--- config.mk ---
export PLATFORM = sky130hd
export DESIGN_NAME = rre_exec
export DESIGN_NICKNAME = d
export VERILOG_FILES = /design/src/include/rre_pkg.sv /design/src/rre_exec.sv
export SDC_FILE = /design/constraint.sdc
export NUM_CORES = 1
export LEC_CHECK = 0
export BUFFER_PORTS_ARGS = -buffer_cell sky130_fd_sc_hd__buf_2
export CAP_MARGIN = 20
export CORE_UTILIZATION = 46
export DETAILED_ROUTE_END_ITERATION = 6
export PLACE_DENSITY_LB_ADDON = 0.08
export SYNTH_ARGS = -nofsm -noshare
export SYNTH_HDL_FRONTEND = slang
export SYNTH_SLANG_ARGS = --single-unit
export TNS_END_PERCENT = 5
--- constraint.sdc ---
create_clock -name core_clk_in -period 4.65 [get_ports core_clk_in]
set_input_delay 0.2325 -clock core_clk_in [delete_from_list [all_inputs] [get_ports core_clk_in]]
set_output_delay 0.2325 -clock core_clk_in [all_outputs]
set_load 0.02 [all_outputs]
--- src/include/rre_pkg.sv ---
// Package for the return and rotate execution block.
// Assumes one core clock domain and opcodes decoded upstream.
package rre_pkg;

    // ==========================================================
    // Operation codes
    typedef enum logic [2:0] {
        RRE_OP_NONE      = 3'b000,
        RRE_OP_IRQ_RET   = 3'b001,
        RRE_OP_SUB_RET   = 3'b010,
        RRE_OP_LIT_RET   = 3'b011,
        RRE_OP_ROT_LEFT  = 3'b100,
        RRE_OP_ROT_RIGHT = 3'b101,
        RRE_OP_LIT_MINUS = 3'b110
    } rre_op_t;

    // ==========================================================
    // Execution states
    typedef enum logic [0:0] {
        RRE_ST_IDLE = 1'b0,
        RRE_ST_POP  = 1'b1
    } rre_state_t;

    // ==========================================================
    // Widths, positions and reset values
    localparam int          RRE_PC_W        = 13;
    localparam int          RRE_DATA_W      = 8;
    localparam int          RRE_ADDR_W      = 7;
    localparam int          RRE_MSB         = 7;
    localparam int          RRE_LSB         = 0;
    localparam int          RRE_NIB_MSB     = 3;
    localparam int          RRE_IRQ_EN_BIT  = 7;
    localparam logic        RRE_DEST_ACC    = 1'b0;
    localparam logic [7:0]  RRE_BYTE_ZERO   = 8'h00;
    localparam logic [12:0] RRE_PC_ZERO     = 13'h0000;
    localparam logic [6:0]  RRE_ADDR_ZERO   = 7'h00;

    // ==========================================================
    // Decoded instruction carrier
    typedef struct packed {
        rre_op_t    op;
        logic [7:0] literal;
        logic [6:0] addr;
        logic       dest;
    } rre_instr_t;

    // ==========================================================
    // Status flags carrier
    typedef struct packed {
        logic zero;
        logic nibble_flag;
        logic carry;
    } rre_flags_t;

endpackage

--- src/rre_exec.sv ---
// Execution unit for return, rotate and literal-minus-accumulator instructions.
// Assumes issue only when busy_out is low and register data valid with the opcode.
//
// Behaviour
// - An interrupt return pops the return stack and loads its top into the program counter.
// - An interrupt return also sets the global interrupt enable, bit 7 of the interrupt control register.
// - An interrupt return is one word and takes two instruction cycles.
// - A subroutine return pops the stack into the program counter and leaves the interrupt enable alone.
// - A subroutine return takes two instruction cycles.
// - A literal return loads its 8-bit literal into the accumulator.
// - A literal return also pops the stack into the program counter in one word and two cycles.
// - A literal return finishes its pop and program counter reload in exactly two cycles.
// - Rotate left moves the old carry into bit 0 and the old bit 7 into the carry.
// - Rotate left sends its result to the accumulator when the destination bit is 0, else to the register.
// - Rotate right moves the old carry into bit 7 and the old bit 0 into the carry.
// - Rotate right sends its result to the accumulator when the destination bit is 0, else to the register.
`timescale 1ns/1ns
`default_nettype none

module rre_exec (
    input  wire logic                core_clk_in,
    input  wire logic                rst_in,
    input  wire logic                issue_in,
    input  wire rre_pkg::rre_instr_t instr_in,
    input  wire logic [7:0]          reg_data_in,
    input  wire logic [12:0]         stack_top_in,
    output logic                     busy_out,
    output logic                     stack_pop_out,
    output logic                     pc_load_out,
    output logic [12:0]              pc_out,
    output logic                     acc_we_out,
    output logic [7:0]               acc_out,
    output logic                     reg_we_out,
    output logic [6:0]               reg_addr_out,
    output logic [7:0]               reg_data_out,
    output logic                     irq_en_set_out,
    output rre_pkg::rre_flags_t      flags_out
);

    // ==========================================================
    // Functions
    function automatic logic [8:0] rot_left(input logic [7:0] v, input logic c);
        rot_left = {v, c};
    endfunction

    function automatic logic [8:0] rot_right(input logic [7:0] v, input logic c);
        rot_right = {v[rre_pkg::RRE_LSB], c, v[rre_pkg::RRE_MSB:1]};
    endfunction

    // ==========================================================
    // Decode of the current issue
    logic                 go;
    logic                 is_ret;
    logic [8:0]           rot_res;
    rre_pkg::rre_state_t  state_ff;
    rre_pkg::rre_op_t     pend_op_ff;
    logic [12:0]          pend_top_ff;

    assign go     = issue_in && (state_ff == rre_pkg::RRE_ST_IDLE);
    assign is_ret = (instr_in.op == rre_pkg::RRE_OP_IRQ_RET) || (instr_in.op == rre_pkg::RRE_OP_SUB_RET)
                    || (instr_in.op == rre_pkg::RRE_OP_LIT_RET);
    assign rot_res = (instr_in.op == rre_pkg::RRE_OP_ROT_LEFT) ? rot_left(reg_data_in, flags_out.carry)
                                                               : rot_right(reg_data_in, flags_out.carry);

    // ==========================================================
    // Two-cycle return sequencer
    always_ff @(posedge core_clk_in) begin
        if (rst_in) begin
            state_ff    <= rre_pkg::RRE_ST_IDLE;
            pend_op_ff  <= rre_pkg::RRE_OP_NONE;
            pend_top_ff <= rre_pkg::RRE_PC_ZERO;
        end else begin
            case (state_ff)
                rre_pkg::RRE_ST_IDLE: begin
                    if (go && is_ret) begin
                        state_ff    <= rre_pkg::RRE_ST_POP;
                        pend_op_ff  <= instr_in.op;
                        pend_top_ff <= stack_top_in;
                    end
                end
                rre_pkg::RRE_ST_POP: begin
                    state_ff   <= rre_pkg::RRE_ST_IDLE;
                    pend_op_ff <= rre_pkg::RRE_OP_NONE;
                end
                default: state_ff <= rre_pkg::RRE_ST_IDLE;
            endcase
        end
    end

    always_ff @(posedge core_clk_in) begin
        if (rst_in) begin
            busy_out <= 1'b0;
        end else begin
            busy_out <= go && is_ret;
        end
    end

    // ==========================================================
    // Stack pop, program counter and interrupt enable
    always_ff @(posedge core_clk_in) begin
        if (rst_in) begin
            stack_pop_out  <= 1'b0;
            pc_load_out    <= 1'b0;
            pc_out         <= rre_pkg::RRE_PC_ZERO;
            irq_en_set_out <= 1'b0;
        end else begin
            stack_pop_out  <= go && is_ret;
            pc_load_out    <= state_ff == rre_pkg::RRE_ST_POP;
            irq_en_set_out <= (state_ff == rre_pkg::RRE_ST_POP) && (pend_op_ff == rre_pkg::RRE_OP_IRQ_RET);
            if (state_ff == rre_pkg::RRE_ST_POP) begin
                pc_out <= pend_top_ff;
            end
        end
    end

    // ==========================================================
    // Accumulator and register file writes
    always_ff @(posedge core_clk_in) begin
        if (rst_in) begin
            acc_we_out   <= 1'b0;
            acc_out      <= rre_pkg::RRE_BYTE_ZERO;
            reg_we_out   <= 1'b0;
            reg_addr_out <= rre_pkg::RRE_ADDR_ZERO;
            reg_data_out <= rre_pkg::RRE_BYTE_ZERO;
        end else begin
            acc_we_out <= 1'b0;
            reg_we_out <= 1'b0;
            if (go) begin
                case (instr_in.op)
                    rre_pkg::RRE_OP_LIT_RET: begin
                        acc_we_out <= 1'b1;
                        acc_out    <= instr_in.literal;
                    end
                    rre_pkg::RRE_OP_ROT_LEFT, rre_pkg::RRE_OP_ROT_RIGHT: begin
                        if (instr_in.dest == rre_pkg::RRE_DEST_ACC) begin
                            acc_we_out <= 1'b1;
                            acc_out    <= rot_res[rre_pkg::RRE_MSB:0];
                        end else begin
                            reg_we_out   <= 1'b1;
                            reg_addr_out <= instr_in.addr;
                            reg_data_out <= rot_res[rre_pkg::RRE_MSB:0];
                        end
                    end
                    default: begin
                        acc_we_out <= 1'b0;
                    end
                endcase
            end
        end
    end

    // ==========================================================
    // Status flags
    always_ff @(posedge core_clk_in) begin
        if (rst_in) begin
            flags_out <= '0;
        end else if (go) begin
            case (instr_in.op)
                rre_pkg::RRE_OP_ROT_LEFT, rre_pkg::RRE_OP_ROT_RIGHT: begin
                    flags_out.carry <= rot_res[8];
                end
                rre_pkg::RRE_OP_LIT_MINUS: begin
                    flags_out.carry       <= !(reg_data_in > instr_in.literal);
                    flags_out.nibble_flag <= !(reg_data_in[rre_pkg::RRE_NIB_MSB:0]
                                               > instr_in.literal[rre_pkg::RRE_NIB_MSB:0]);
                    flags_out.zero        <= reg_data_in == instr_in.literal;
                end
                default: begin
                    flags_out <= flags_out;
                end
            endcase
        end
    end

    // ==========================================================
    // Checks
    a_ret_pc_two: assert property (@(posedge core_clk_in) disable iff (rst_in)
        (go && is_ret) |-> ##1 (stack_pop_out && !pc_load_out) ##1 (pc_load_out && pc_out == $past(stack_top_in, 2)))
        else $error("return did not reload pc in two cycles");
    a_irq_en_set: assert property (@(posedge core_clk_in) disable iff (rst_in)
        (go && instr_in.op == rre_pkg::RRE_OP_IRQ_RET) |-> ##2 irq_en_set_out)
        else $error("interrupt return did not set enable");
    a_irq_busy: assert property (@(posedge core_clk_in) disable iff (rst_in)
        (go && instr_in.op == rre_pkg::RRE_OP_IRQ_RET) |-> ##1 busy_out ##1 !busy_out)
        else $error("interrupt return not two cycles");
    a_sub_no_gie: assert property (@(posedge core_clk_in) disable iff (rst_in)
        (go && instr_in.op == rre_pkg::RRE_OP_SUB_RET) |-> ##2 (!irq_en_set_out && pc_load_out))
        else $error("subroutine return touched enable");
    a_sub_len: assert property (@(posedge core_clk_in) disable iff (rst_in)
        (go && instr_in.op == rre_pkg::RRE_OP_SUB_RET) |-> ##1 busy_out ##1 !busy_out)
        else $error("subroutine return not two cycles");
    a_lit_acc: assert property (@(posedge core_clk_in) disable iff (rst_in)
        (go && instr_in.op == rre_pkg::RRE_OP_LIT_RET) |-> ##1 (acc_we_out && acc_out == $past(instr_in.literal)))
        else $error("literal not loaded");
    a_lit_pop: assert property (@(posedge core_clk_in) disable iff (rst_in)
        (go && instr_in.op == rre_pkg::RRE_OP_LIT_RET) |-> ##1 stack_pop_out ##1 pc_load_out)
        else $error("literal return did not pop");
    a_lit_exact: assert property (@(posedge core_clk_in) disable iff (rst_in)
        (go && instr_in.op == rre_pkg::RRE_OP_LIT_RET) |-> ##3 !pc_load_out)
        else $error("literal return too long");
    a_rotl_value: assert property (@(posedge core_clk_in) disable iff (rst_in)
        (go && instr_in.op == rre_pkg::RRE_OP_ROT_LEFT && instr_in.dest == rre_pkg::RRE_DEST_ACC) |-> ##1
        (acc_out == {$past(reg_data_in[6:0]), $past(flags_out.carry)} && flags_out.carry == $past(reg_data_in[7])))
        else $error("rotate left wrong");
    a_rotl_dest: assert property (@(posedge core_clk_in) disable iff (rst_in)
        (go && instr_in.op == rre_pkg::RRE_OP_ROT_LEFT) |-> ##1 (acc_we_out != reg_we_out))
        else $error("rotate left destination wrong");
    a_rotr_value: assert property (@(posedge core_clk_in) disable iff (rst_in)
        (go && instr_in.op == rre_pkg::RRE_OP_ROT_RIGHT && instr_in.dest != rre_pkg::RRE_DEST_ACC) |-> ##1
        (reg_we_out && reg_data_out == {$past(flags_out.carry), $past(reg_data_in[7:1])}
         && flags_out.carry == $past(reg_data_in[0])))
        else $error("rotate right wrong");
    a_rotr_dest: assert property (@(posedge core_clk_in) disable iff (rst_in)
        (go && instr_in.op == rre_pkg::RRE_OP_ROT_RIGHT) |-> ##1 (reg_addr_out == $past(instr_in.addr) || acc_we_out))
        else $error("rotate right destination wrong");
    a_rot_flags: assert property (@(posedge core_clk_in) disable iff (rst_in)
        (go && (instr_in.op == rre_pkg::RRE_OP_ROT_LEFT || instr_in.op == rre_pkg::RRE_OP_ROT_RIGHT)) |-> ##1
        (!busy_out && $stable(flags_out.zero) && $stable(flags_out.nibble_flag)))
        else $error("rotate changed other flags");
    a_sub_carry: assert property (@(posedge core_clk_in) disable iff (rst_in)
        (go && instr_in.op == rre_pkg::RRE_OP_LIT_MINUS) |-> ##1
        (flags_out.carry == ($past(reg_data_in) <= $past(instr_in.literal))))
        else $error("subtract carry wrong");
    a_ret_flags: assert property (@(posedge core_clk_in) disable iff (rst_in)
        (go && is_ret) |-> ##1 $stable(flags_out))
        else $error("return changed flags");

endmodule

`default_nettype wire

==> results of run 1 <==
-- worst max-delay path: stages (launching register included) --
cell and delay, ns:
sky130_fd_sc_hd__dfxtp_1 0.61, sky130_fd_sc_hd__nor2b_1 0.39, sky130_fd_sc_hd__and3_1 0.80, sky130_fd_sc_hd__nor2_1 0.13, sky130_fd_sc_hd__a211oi_2 0.22
-- kinds of logic (layout without fill, tap and decap cells) --
kind of cell,Yosys count,in the layout,synth area share
fa+ha+maj,8,8,0.0376
flops,61,61,0.459
buf+inv,32,115,0.0602
simple gates,112,112,0.181
mux,30,30,0.113
compound gates,60,60,0.149
-- cell usage after synthesis, drive strengths merged, types with 2 or more instances --
master,count,share of area
nor2,48,0.068
o21ai,2,0.0052
and3,2,0.0047
mux2i,30,0.11
nor2b,4,0.0094
dfxtp,61,0.46
ha,8,0.038
a211oi,16,0.060
nand4,2,0.0047
a21oi,37,0.070
nand2,44,0.062
buf,15,0.036
inv,10,0.014
nand3,2,0.0038
clkbuf,7,0.0099
nand3b,3,0.0085
-- report_power, final --
group	switching (mW)	total (mW)	internal (mW)
sequential	0.00984	0.547	0.537
combinational	0.0770	0.129	0.0524
clock	0.208	0.509	0.302
-- layout make-up --
type	instances	area, um^2
fill	527	2230
clock inverter	6	86.3
inverter	10	37.5
multi-input combinational	210	1280
clock buffer	10	128
tap	72	90.1
sequential	61	1220
timing repair buffer	89	470
-- routing by layer --
layer,GRT usage,vias up,wire length (um),share of wire
li1,-,1180,-,-
met3,0.0733,12,362,0.062
met1,0.260,1025,2840,0.49
met4,0.0722,0,104,0.018
met5,0,-,0,0
met2,0.282,63,2510,0.43
-- worst paths after layout --
kind	to	startpoint	slack, ns
worst min register to register	pend_top_ff[9]	pend_top_ff[9]	0.45
worst min-delay path	pend_top_ff[6]	stack_top_in[6]	0.12
worst max register to register	reg_data_out[4]	state_ff	2.42
worst max-delay path	reg_data_out[4]	state_ff	2.42
-- stage by stage --
step | setup WS (ns) | util | instance area (um^2) | power [mW] | cells
after floorplan | 3.17 | - | 2660 | 0.643 | 303
after global placement | 2.50 | 0.555 | 3070 | 0.684 | 441
after detailed placement | 2.44 | 0.555 | 3070 | 0.686 | 441
after CTS | 2.38 | 0.593 | 3290 | 1.20 | 457
after global routing | 2.15 | 0.598 | 3310 | 1.24 | 458
final | 2.42 | 0.598 | 3310 | 1.19 | 458
-- sequential cells by signal, indices dropped and copies added (netlist names) --
signal	flops
reg_addr_out	7
state_ff	1
reg_we_out	1
pend_op_ff	3
flags_out	3
stack_pop_out	1
pc_load_out	1
pc_out	13
acc_out	8
reg_data_out	8
acc_we_out	1
irq_en_set_out	1
pend_top_ff	13
==> impl_metrics.xml, run 1 <==
<?xml version="1.0" encoding="UTF-8"?>
<metrics>
  <group name="status">
    <metric name="run_status" unit="">completed</metric>
  </group>
  <group name="synth">
    <metric name="yosys_register_bits" unit="">61</metric>
    <metric name="synth.yosys.warnings" unit="">0</metric>
    <metric name="post_synth_instance_area" unit="um^2">2660</metric>
    <metric name="netlist_instances" unit="">303</metric>
    <metric name="async_flop_share" unit="">0</metric>
    <metric name="synth_unique_cells" unit="">32</metric>
    <metric name="postSynthNetCount" unit="">354</metric>
    <metric name="synth_enable_flop_cells" unit="">0</metric>
    <metric name="synth-main-ff-cell" unit="">sky130_fd_sc_hd__dfxtp_1</metric>
    <metric name="postSynthAreaPerCell" unit="um^2">8.79</metric>
    <metric name="synth_sequential_area_ratio" unit="">0.459</metric>
  </group>
  <group name="pwr">
    <metric name="static-leakage-power" unit="nW">1.49</metric>
    <metric name="worst_ir_drop_vdd" unit="mV">0.233</metric>
    <metric name="power.density_cell_area" unit="nW/um^2">358</metric>
  </group>
  <group name="setup_path">
    <metric name="cp.arrival" unit="ns">2.49</metric>
    <metric name="crit_path_max_fanout" unit="">23</metric>
    <metric name="worst_setup_ep_type" unit="">flip-flop</metric>
    <metric name="r2r.worst_path.cells" unit="">4</metric>
    <metric name="cp-start-kind" unit="">flip-flop</metric>
    <metric name="critPathKind" unit="">reg2reg</metric>
    <metric name="worst-endpoint-required" unit="ns">4.91</metric>
  </group>
  <group name="grt">
    <metric name="grt_pass1_wl" unit="mm">9.07</metric>
    <metric name="number_of_global_route_vias_before_repair" unit="">1944</metric>
    <metric name="grt_remaining_overflow" unit="">0</metric>
    <metric name="grt_util_all_layers" unit="">0.194</metric>
    <metric name="grt_max_degree" unit="">61</metric>
    <metric name="antenna_found_initial" unit="">0</metric>
  </group>
  <group name="placed_design">
    <metric name="place_congestion" unit="">0.791</metric>
    <metric name="io_buffer_count" unit="">87</metric>
    <metric name="post-dp-hpwl" unit="mm">3.84</metric>
  </group>
  <group name="final_layout">
    <metric name="drive_gt1_frac" unit="">0.295</metric>
    <metric name="mostFrequentLayoutCells" unit="">sky130_fd_sc_hd__buf_2 (87), sky130_fd_sc_hd__dfxtp_1 (61), sky130_fd_sc_hd__nor2_1 (48), sky130_fd_sc_hd__nand2_1 (44), sky130_fd_sc_hd__a21oi_1 (37)</metric>
    <metric name="area_grow_syn2layout" unit="%">24.5</metric>
    <metric name="num-nets-final" unit="">432</metric>
    <metric name="mostFrequentLayoutCell" unit="">sky130_fd_sc_hd__buf_2</metric>
    <metric name="diodes" unit="">0</metric>
  </group>
  <group name="die">
    <metric name="floorplan.initialDensity" unit="">0.481</metric>
    <metric name="core-area" unit="um^2">5540</metric>
    <metric name="rows" unit="">27</metric>
    <metric name="die_height" unit="um">78.1</metric>
    <metric name="floorplan.die_area" unit="um^2">6100</metric>
    <metric name="dieWidth" unit="um">78.1</metric>
    <metric name="floorplan.io_pins" unit="">88</metric>
  </group>
  <group name="worst_hold_path">
    <metric name="min-delay-path-class" unit="">in2reg</metric>
    <metric name="min_delay_path_depth" unit="">3</metric>
  </group>
  <group name="clock_tree">
    <metric name="cts_tree" unit="">done</metric>
    <metric name="postCtsSetupRepairBufs" unit="">0</metric>
    <metric name="clk_pin_slew_worst_paths" unit="ns">0.07</metric>
    <metric name="ctsHoldBuffers" unit="">0</metric>
    <metric name="post_cts.resized_instances" unit="">0</metric>
    <metric name="cts_num_sinks" unit="">61</metric>
    <metric name="cts_root_buffer" unit="">sky130_fd_sc_hd__clkbuf_8</metric>
    <metric name="insertion_delay" unit="ns">0.34</metric>
    <metric name="clk_path_buf_depth" unit="">2</metric>
    <metric name="htreeDepth" unit="">3</metric>
    <metric name="tritoncts.num_buffers" unit="">9</metric>
  </group>
  <group name="sta">
    <metric name="timing.slew.headroom" unit="">0.302</metric>
    <metric name="layout_worst_path_cycle_share" unit="">0.480</metric>
    <metric name="worst_pin_slew" unit="ns">1.04</metric>
    <metric name="hold_viol" unit="">0</metric>
    <metric name="timing.hold.ws" unit="ns">0.121</metric>
    <metric name="fin_skew" unit="ns">0.00432</metric>
    <metric name="period_minus_slack" unit="ns">2.23</metric>
    <metric name="rsz0062_at_grt" unit="">no</metric>
    <metric name="setup_viol_count_final" unit="">0</metric>
    <metric name="slew_viol_final" unit="">0</metric>
    <metric name="setup-tns-final" unit="ns">0</metric>
    <metric name="max_freq" unit="MHz">448</metric>
  </group>
  <group name="route">
    <metric name="first_pass_iters" unit="">4</metric>
    <metric name="drt.antenna.violating_nets" unit="">0</metric>
    <metric name="via_per_inst" unit="">4.98</metric>
    <metric name="routed_wl" unit="mm">5.81</metric>
    <metric name="drc_viols" unit="">0</metric>
    <metric name="routedWlPerCell" unit="um">12.7</metric>
    <metric name="dr_total_vias" unit="">2280</metric>
    <metric name="detail_route.iter0.violations" unit="">116</metric>
  </group>
  <group name="run">
    <metric name="timing.max_cap.violations" unit="">0</metric>
  </group>
</metrics>
No activity file was read; power rests on OpenSTA's default activity.
==> run 2, diff against run 1 <==
==> constraint.sdc (replaced) <==
create_clock -name core_clk_in -period 2.2 [get_ports core_clk_in]
set_input_delay 0.11 -clock core_clk_in [delete_from_list [all_inputs] [get_ports core_clk_in]]
set_output_delay 0.11 -clock core_clk_in [all_outputs]
set_load 0.02 [all_outputs]
==> run 2 against run 1 <==
- maximum frequency rose by 47%
- largest cell class unchanged
- critical path type unchanged
- largest power group unchanged
- total power grew 110%
- combinational power increased by 120%
- highest routed layer unchanged
- clock power increased by 120%
==> impl_metrics.xml, run 2 (same netlist as run 1, synthesis figures left out) <==
<?xml version="1.0" encoding="UTF-8"?>
<metrics>
  <group name="sta">
    <metric name="fin_skew" unit="ns">0.00581</metric>
    <metric name="worst_pin_slew" unit="ns">0.670</metric>
    <metric name="period_minus_slack" unit="ns">1.52</metric>
    <metric name="setup_viol_count_final" unit="">0</metric>
    <metric name="slew_viol_final" unit="">0</metric>
    <metric name="worst_slack" unit="ns">0.682</metric>
    <metric name="setup-tns-final" unit="ns">0</metric>
    <metric name="max_freq" unit="MHz">659</metric>
    <metric name="timing.slew.headroom" unit="">0.553</metric>
    <metric name="layout_worst_path_cycle_share" unit="">0.690</metric>
    <metric name="rsz0062_at_grt" unit="">no</metric>
    <metric name="hold_viol" unit="">0</metric>
  </group>
  <group name="setup_path">
    <metric name="critical_path.top_delay_family" unit="">simple AND/OR/NAND/NOR gates</metric>
    <metric name="cp-start-kind" unit="">flip-flop</metric>
    <metric name="crit_path_cell_trace" unit="">nand2b_1 &gt; or3_1 &gt; nand3b_1 &gt; a21oi_1</metric>
    <metric name="cp_num_buf_inv" unit="">0</metric>
    <metric name="critPathKind" unit="">reg2reg</metric>
    <metric name="worst_setup_ep_type" unit="">flip-flop</metric>
    <metric name="cp_slowest_cell" unit="">sky130_fd_sc_hd__or3_1</metric>
    <metric name="crit_path_max_fanout" unit="">17</metric>
    <metric name="max_stage_delay" unit="ns">0.63</metric>
    <metric name="critical_path_depth" unit="">4</metric>
    <metric name="cp.arrival" unit="ns">1.73</metric>
    <metric name="worst-endpoint-required" unit="ns">2.41</metric>
    <metric name="r2r.worst_path.cells" unit="">4</metric>
  </group>
  <group name="worst_hold_path">
    <metric name="min-delay-path-class" unit="">in2reg</metric>
    <metric name="min_delay_path_depth" unit="">3</metric>
  </group>
  <group name="placed_design">
    <metric name="preCtsSetupSlack" unit="ns">0.609</metric>
    <metric name="post-dp-hpwl" unit="mm">3.96</metric>
    <metric name="detailed_place.area" unit="um^2">3110</metric>
    <metric name="place_congestion" unit="">0.846</metric>
    <metric name="io_buffer_count" unit="">87</metric>
  </group>
  <group name="pwr">
    <metric name="finalPower" unit="mW">2.55</metric>
    <metric name="static-leakage-power" unit="nW">1.55</metric>
    <metric name="power.density_cell_area" unit="nW/um^2">742</metric>
    <metric name="worst_ir_drop_vdd" unit="mV">0.452</metric>
  </group>
  <group name="final_layout">
    <metric name="mostFrequentLayoutCell" unit="">sky130_fd_sc_hd__buf_2</metric>
    <metric name="diodes" unit="">0</metric>
    <metric name="mostFrequentLayoutCells" unit="">sky130_fd_sc_hd__buf_2 (87), sky130_fd_sc_hd__dfxtp_1 (61), sky130_fd_sc_hd__nor2_1 (48), sky130_fd_sc_hd__nand2_1 (44), sky130_fd_sc_hd__a21oi_1 (37)</metric>
    <metric name="num-nets-final" unit="">446</metric>
    <metric name="final_cell_area" unit="um^2">3430</metric>
    <metric name="drive_gt1_frac" unit="">0.298</metric>
    <metric name="reg_top3" unit="">pc_out (13), pend_top_ff (13)</metric>
    <metric name="area_grow_syn2layout" unit="%">28.9</metric>
  </group>
  <group name="grt">
    <metric name="grt_pass1_wl" unit="mm">9.36</metric>
    <metric name="grt_max_degree" unit="">24</metric>
    <metric name="grt_util_all_layers" unit="">0.199</metric>
    <metric name="grt_remaining_overflow" unit="">0</metric>
    <metric name="number_of_global_route_vias_before_repair" unit="">2018</metric>
    <metric name="antenna_found_initial" unit="">0</metric>
  </group>
  <group name="status">
    <metric name="run_status" unit="">completed</metric>
  </group>
  <group name="clock_tree">
    <metric name="post_cts.resized_instances" unit="">0</metric>
    <metric name="cts_num_sinks" unit="">61</metric>
    <metric name="htreeDepth" unit="">3</metric>
    <metric name="tritoncts.num_buffers" unit="">9</metric>
    <metric name="insertion_delay" unit="ns">0.34</metric>
    <metric name="cts_root_buffer" unit="">sky130_fd_sc_hd__clkbuf_8</metric>
    <metric name="clk_pin_slew_worst_paths" unit="ns">0.08</metric>
    <metric name="cts_tree" unit="">done</metric>
    <metric name="clk_path_buf_depth" unit="">2</metric>
  </group>
  <group name="die">
    <metric name="die_height" unit="um">78.1</metric>
    <metric name="floorplan.die_area" unit="um^2">6100</metric>
    <metric name="core-area" unit="um^2">5540</metric>
    <metric name="rows" unit="">27</metric>
    <metric name="floorplan.initialDensity" unit="">0.481</metric>
    <metric name="floorplan.io_pins" unit="">88</metric>
    <metric name="dieWidth" unit="um">78.1</metric>
  </group>
  <group name="route">
    <metric name="drt.antenna.violating_nets" unit="">0</metric>
    <metric name="routed_wl" unit="mm">5.77</metric>
    <metric name="via_per_inst" unit="">4.85</metric>
    <metric name="detail_route.iter0.violations" unit="">90</metric>
    <metric name="first_pass_iters" unit="">4</metric>
    <metric name="drc_viols" unit="">0</metric>
    <metric name="routedWlPerCell" unit="um">12.2</metric>
    <metric name="dr_total_vias" unit="">2290</metric>
  </group>
  <group name="run">
    <metric name="timing.max_cap.violations" unit="">0</metric>
  </group>
</metrics>
==> run 2: layout make-up <==
type	count	area, um^2
tap	72	90.1
timing repair buffer	103	581
sequential	61	1220
inverter	10	37.5
clock buffer	9	124
fill	526	2110
clock inverter	7	97.6
multi-input combinational	210	1280
==> run 2: layer usage <==
metal,vias to the layer above,part of all wire,routed length (um),GRT usage
li1,1212,-,-,-
met1,1008,0.49,2820,0.259
met2,63,0.44,2520,0.298
met3,7,0.062,355,0.0733
met4,0,0.012,68,0.0778
met5,-,0,0,0
==> run 2: tightest hold or removal path: cells and delay by family <==
family / cells / cell delay (ns)
and+or+nand+nor: 1 / 0.05
AOI/OAI and AO/OA: 1 / 0.05
buffers and inverters: 1 / 0.10
==> run 2: per-stage QoR <==
stage                util  std cells  hold WS, ns
finish              0.619        472      0.00524
CTS                 0.618        471     0.000688
global placement    0.561        446        0.350
floorplan               -        303        0.246
detailed placement  0.561        446        0.358
global route        0.619        472     0.000963
==> run 2: report_power, final <==
part           leakage (nW)  switching [mW]  internal, mW
Combinational         0.945           0.167         0.122
Sequential            0.495          0.0155          1.14
Clock                 0.106           0.465         0.641
Total                  1.55           0.648          1.90
==> run 2: final timing paths <==
check | endpoint | start | slack (ns)
hold reg to reg | reg_addr_out[1] | reg_addr_out[1] | 0.46
setup reg to reg | pend_op_ff[0] | state_ff | 0.68
setup / recovery | pend_op_ff[0] | state_ff | 0.68
hold / removal | pend_top_ff[7] | stack_top_in[7] | 0.005
==> run 2: timing repair <==
| item | in CTS | in global routing |
|---|---|---|
| hold endpoints to repair | 9 | 1 |
| buffers inserted | 0 | 0 |
| hold buffers | 9 | 1 |
==> run 3, diff against run 2 <==
--- a/config.mk
+++ b/config.mk
@@ -7,7 +7,7 @@
 export LEC_CHECK = 0
 export BUFFER_PORTS_ARGS = -buffer_cell sky130_fd_sc_hd__buf_2
 export CAP_MARGIN = 20
-export CORE_UTILIZATION = 46
+export CORE_UTILIZATION = 45
 export DETAILED_ROUTE_END_ITERATION = 6
 export PLACE_DENSITY_LB_ADDON = 0.08
 export SYNTH_ARGS = -nofsm -noshare
==> constraint.sdc (replaced) <==
create_clock -name core_clk_in -period 1.3 [get_ports core_clk_in]
set_input_delay 0.065 -clock core_clk_in [delete_from_list [all_inputs] [get_ports core_clk_in]]
set_output_delay 0.065 -clock core_clk_in [all_outputs]
set_load 0.02 [all_outputs]
==> run 3 against run 2 <==
- combinational power grew 110%
- wire length up 15%
- clock power is 46% higher
- worst hold slack gained 0.0079 ns
- cell area rose by 11%
- sequential share of layout area down 3.6 points
- die area up 2.2%
- setup slack got worse by 0.65 ns
- total power grew 65%
- critical path type unchanged
- critical endpoint is now pend_top_ff[11]
- highest routed layer unchanged
==> impl_metrics.xml, run 3 (same netlist as run 1, synthesis figures left out) <==
<?xml version="1.0" encoding="UTF-8"?>
<metrics>
  <group name="status">
    <metric name="run_status" unit="">completed</metric>
  </group>
  <group name="pwr">
    <metric name="power.density_cell_area" unit="nW/um^2">1100</metric>
    <metric name="finalPower" unit="mW">4.19</metric>
    <metric name="worst_ir_drop_vdd" unit="mV">0.909</metric>
    <metric name="static-leakage-power" unit="nW">1.73</metric>
  </group>
  <group name="clock_tree">
    <metric name="cts_num_sinks" unit="">61</metric>
    <metric name="tritoncts.num_buffers" unit="">9</metric>
    <metric name="clk_pin_slew_worst_paths" unit="ns">0.06</metric>
    <metric name="clk_path_buf_depth" unit="">2</metric>
    <metric name="cts_root_buffer" unit="">sky130_fd_sc_hd__clkbuf_8</metric>
    <metric name="insertion_delay" unit="ns">0.33</metric>
    <metric name="cts_tree" unit="">done</metric>
    <metric name="htreeDepth" unit="">3</metric>
  </group>
  <group name="die">
    <metric name="floorplan.die_area" unit="um^2">6230</metric>
    <metric name="dieWidth" unit="um">78.9</metric>
    <metric name="rows" unit="">27</metric>
    <metric name="core-area" unit="um^2">5610</metric>
    <metric name="floorplan.io_pins" unit="">88</metric>
    <metric name="die_height" unit="um">78.9</metric>
    <metric name="floorplan.initialDensity" unit="">0.475</metric>
  </group>
  <group name="sta">
    <metric name="timing.slew.headroom" unit="">0.661</metric>
    <metric name="period_minus_slack" unit="ns">1.27</metric>
    <metric name="setup_viol_count_final" unit="">0</metric>
    <metric name="slew_viol_final" unit="">0</metric>
    <metric name="worst_pin_slew" unit="ns">0.509</metric>
    <metric name="rsz0062_at_grt" unit="">yes</metric>
    <metric name="fin_skew" unit="ns">0.00601</metric>
    <metric name="layout_worst_path_cycle_share" unit="">0.977</metric>
    <metric name="max_freq" unit="MHz">787</metric>
    <metric name="hold_viol" unit="">0</metric>
  </group>
  <group name="setup_path">
    <metric name="cp-start-kind" unit="">flip-flop</metric>
    <metric name="r2r.worst_path.cells" unit="">5</metric>
    <metric name="critical_path_depth" unit="">5</metric>
    <metric name="crit_path_max_fanout" unit="">9</metric>
    <metric name="crit_path_cell_trace" unit="">nand2b_4 &gt; or3_4 &gt; buf_6 &gt; nand2_1 &gt; a21oi_1</metric>
    <metric name="cp.arrival" unit="ns">1.47</metric>
    <metric name="critical_path.endpoint" unit="">pend_top_ff[11]</metric>
    <metric name="cp_num_buf_inv" unit="">1</metric>
    <metric name="worst_setup_ep_type" unit="">flip-flop</metric>
    <metric name="cp-startpoint" unit="">state_ff</metric>
    <metric name="worst-endpoint-required" unit="ns">1.50</metric>
    <metric name="cp_slowest_cell" unit="">sky130_fd_sc_hd__or3_4</metric>
    <metric name="crit-reg2reg-capture" unit="">pend_top_ff[11]</metric>
    <metric name="critPathKind" unit="">reg2reg</metric>
    <metric name="critical_path.top_delay_family" unit="">simple AND/OR/NAND/NOR gates</metric>
    <metric name="worst-r2r-setup-slack" unit="ns">0.03</metric>
    <metric name="max_stage_delay" unit="ns">0.39</metric>
    <metric name="r2r_start" unit="">state_ff</metric>
  </group>
  <group name="placed_design">
    <metric name="detailed_place.area" unit="um^2">3320</metric>
    <metric name="place_congestion" unit="">0.805</metric>
    <metric name="io_buffer_count" unit="">87</metric>
    <metric name="post-dp-hpwl" unit="mm">4.45</metric>
  </group>
  <group name="final_layout">
    <metric name="diodes" unit="">0</metric>
    <metric name="n_fill_cell" unit="">480</metric>
    <metric name="num-nets-final" unit="">479</metric>
    <metric name="area_grow_syn2layout" unit="%">43.4</metric>
    <metric name="mostFrequentLayoutCells" unit="">sky130_fd_sc_hd__buf_2 (87), sky130_fd_sc_hd__dfxtp_1 (60), sky130_fd_sc_hd__nor2_1 (47), sky130_fd_sc_hd__nand2_1 (44), sky130_fd_sc_hd__a21oi_1 (34)</metric>
    <metric name="multi_input_area" unit="um^2">1340</metric>
    <metric name="drive_gt1_frac" unit="">0.354</metric>
    <metric name="final_cell_area" unit="um^2">3820</metric>
    <metric name="reg_top3" unit="">pc_out (13), pend_top_ff (13)</metric>
    <metric name="regArea" unit="um^2">1220</metric>
    <metric name="mostFrequentLayoutCell" unit="">sky130_fd_sc_hd__buf_2</metric>
  </group>
  <group name="route">
    <metric name="first_pass_iters" unit="">4</metric>
    <metric name="detail_route.iter0.violations" unit="">105</metric>
    <metric name="via_per_inst" unit="">5.00</metric>
    <metric name="drt.antenna.violating_nets" unit="">0</metric>
    <metric name="dr_total_vias" unit="">2521</metric>
    <metric name="routed_wl" unit="mm">6.64</metric>
    <metric name="routedWlPerCell" unit="um">13.2</metric>
    <metric name="drc_viols" unit="">0</metric>
  </group>
  <group name="grt">
    <metric name="use_met3" unit="">0.0471</metric>
    <metric name="grt_util_met1" unit="">0.273</metric>
    <metric name="gr-usage-met2" unit="">0.369</metric>
    <metric name="antenna_found_initial" unit="">0</metric>
    <metric name="busiest_layer" unit="">met2</metric>
    <metric name="grt_pass1_wl" unit="mm">10.6</metric>
    <metric name="grt_max_degree" unit="">26</metric>
    <metric name="grt_util_all_layers" unit="">0.222</metric>
    <metric name="number_of_global_route_vias_before_repair" unit="">2385</metric>
    <metric name="grt_remaining_overflow" unit="">0</metric>
  </group>
  <group name="worst_hold_path">
    <metric name="min-delay-path-class" unit="">in2reg</metric>
  </group>
  <group name="run">
    <metric name="timing.max_cap.violations" unit="">0</metric>
  </group>
</metrics>
run 3: cell count changes in the layout (fill, tap and decap cells not counted), moves of 4 or more:
cell / delta
sky130_fd_sc_hd__a211oi_2: +5
sky130_fd_sc_hd__a211oi_1: -5
sky130_fd_sc_hd__dlygate4sd3_1: +10
sky130_fd_sc_hd__buf_4: +15
sky130_fd_sc_hd__buf_12: +4
run 3: worst min-delay path by stage:
stage	to	slack, ns	startpoint	cells past startpoint
after floorplan	pend_top_ff[0]	0.20	stack_top_in[0]	2
after detailed placement	reg_addr_out[1]	0.31	instr_in[2]	3
after global placement	pend_top_ff[1]	0.31	stack_top_in[1]	3
after global routing	pend_op_ff[0]	0.02	instr_in[16]	3
final	pend_op_ff[0]	0.01	instr_in[16]	3
after CTS	pend_op_ff[0]	0.005	instr_in[16]	3
run 3: worst min-delay path: cells and delay by family:
family	cells	cell delay, ns
and+or+nand+nor	1	0.05
AOI/OAI and AO/OA	1	0.05
buffers and inverters	1	0.12
run 3: power breakdown:
part	leakage [nW]	total [mW]	switching, mW	internal [mW]
combinational	1.13	0.619	0.325	0.295
sequential	0.495	1.95	0.0280	1.92
clock	0.0992	1.62	0.695	0.923
run 3: final cells by class:
cell class	instances	area share
well taps	72	0.0236
repair buffers	136	0.245
clock buffers	11	0.0370
flip-flops and latches	61	0.320
inverters	10	0.00983
clock inverters	4	0.0128
multi-input cells	210	0.352
run 3: metal layers:
metal,vias up,routed length [um]
met1,1168,2970
met5,-,0
li1,1274,-
met3,10,311
met4,0,115
met2,69,3250
run 3: what timing repair did:
action	4_1_cts	5_1_grt
hold endpoints to repair	20	0
setup endpoints to repair	6	24
gates resized for setup	3	16
gates cloned	1	1
pin swaps	0	0
buffers inserted	1	0
hold buffers	20	0
run 3: stage by stage:
stage	setup TNS, ns	hold WS [ns]	cells	worst slack [ns]	utilization
finish	0	0.0131	504	0.0297	0.681
global route	-0.367	0.0150	504	-0.0680	0.681
CTS	0	0.00467	503	0.0121	0.670
detailed placement	-0.0336	0.312	466	-0.0336	0.592
global placement	0	0.307	466	0.00238	0.592
floorplan	-1.43	0.201	303	-0.116	-
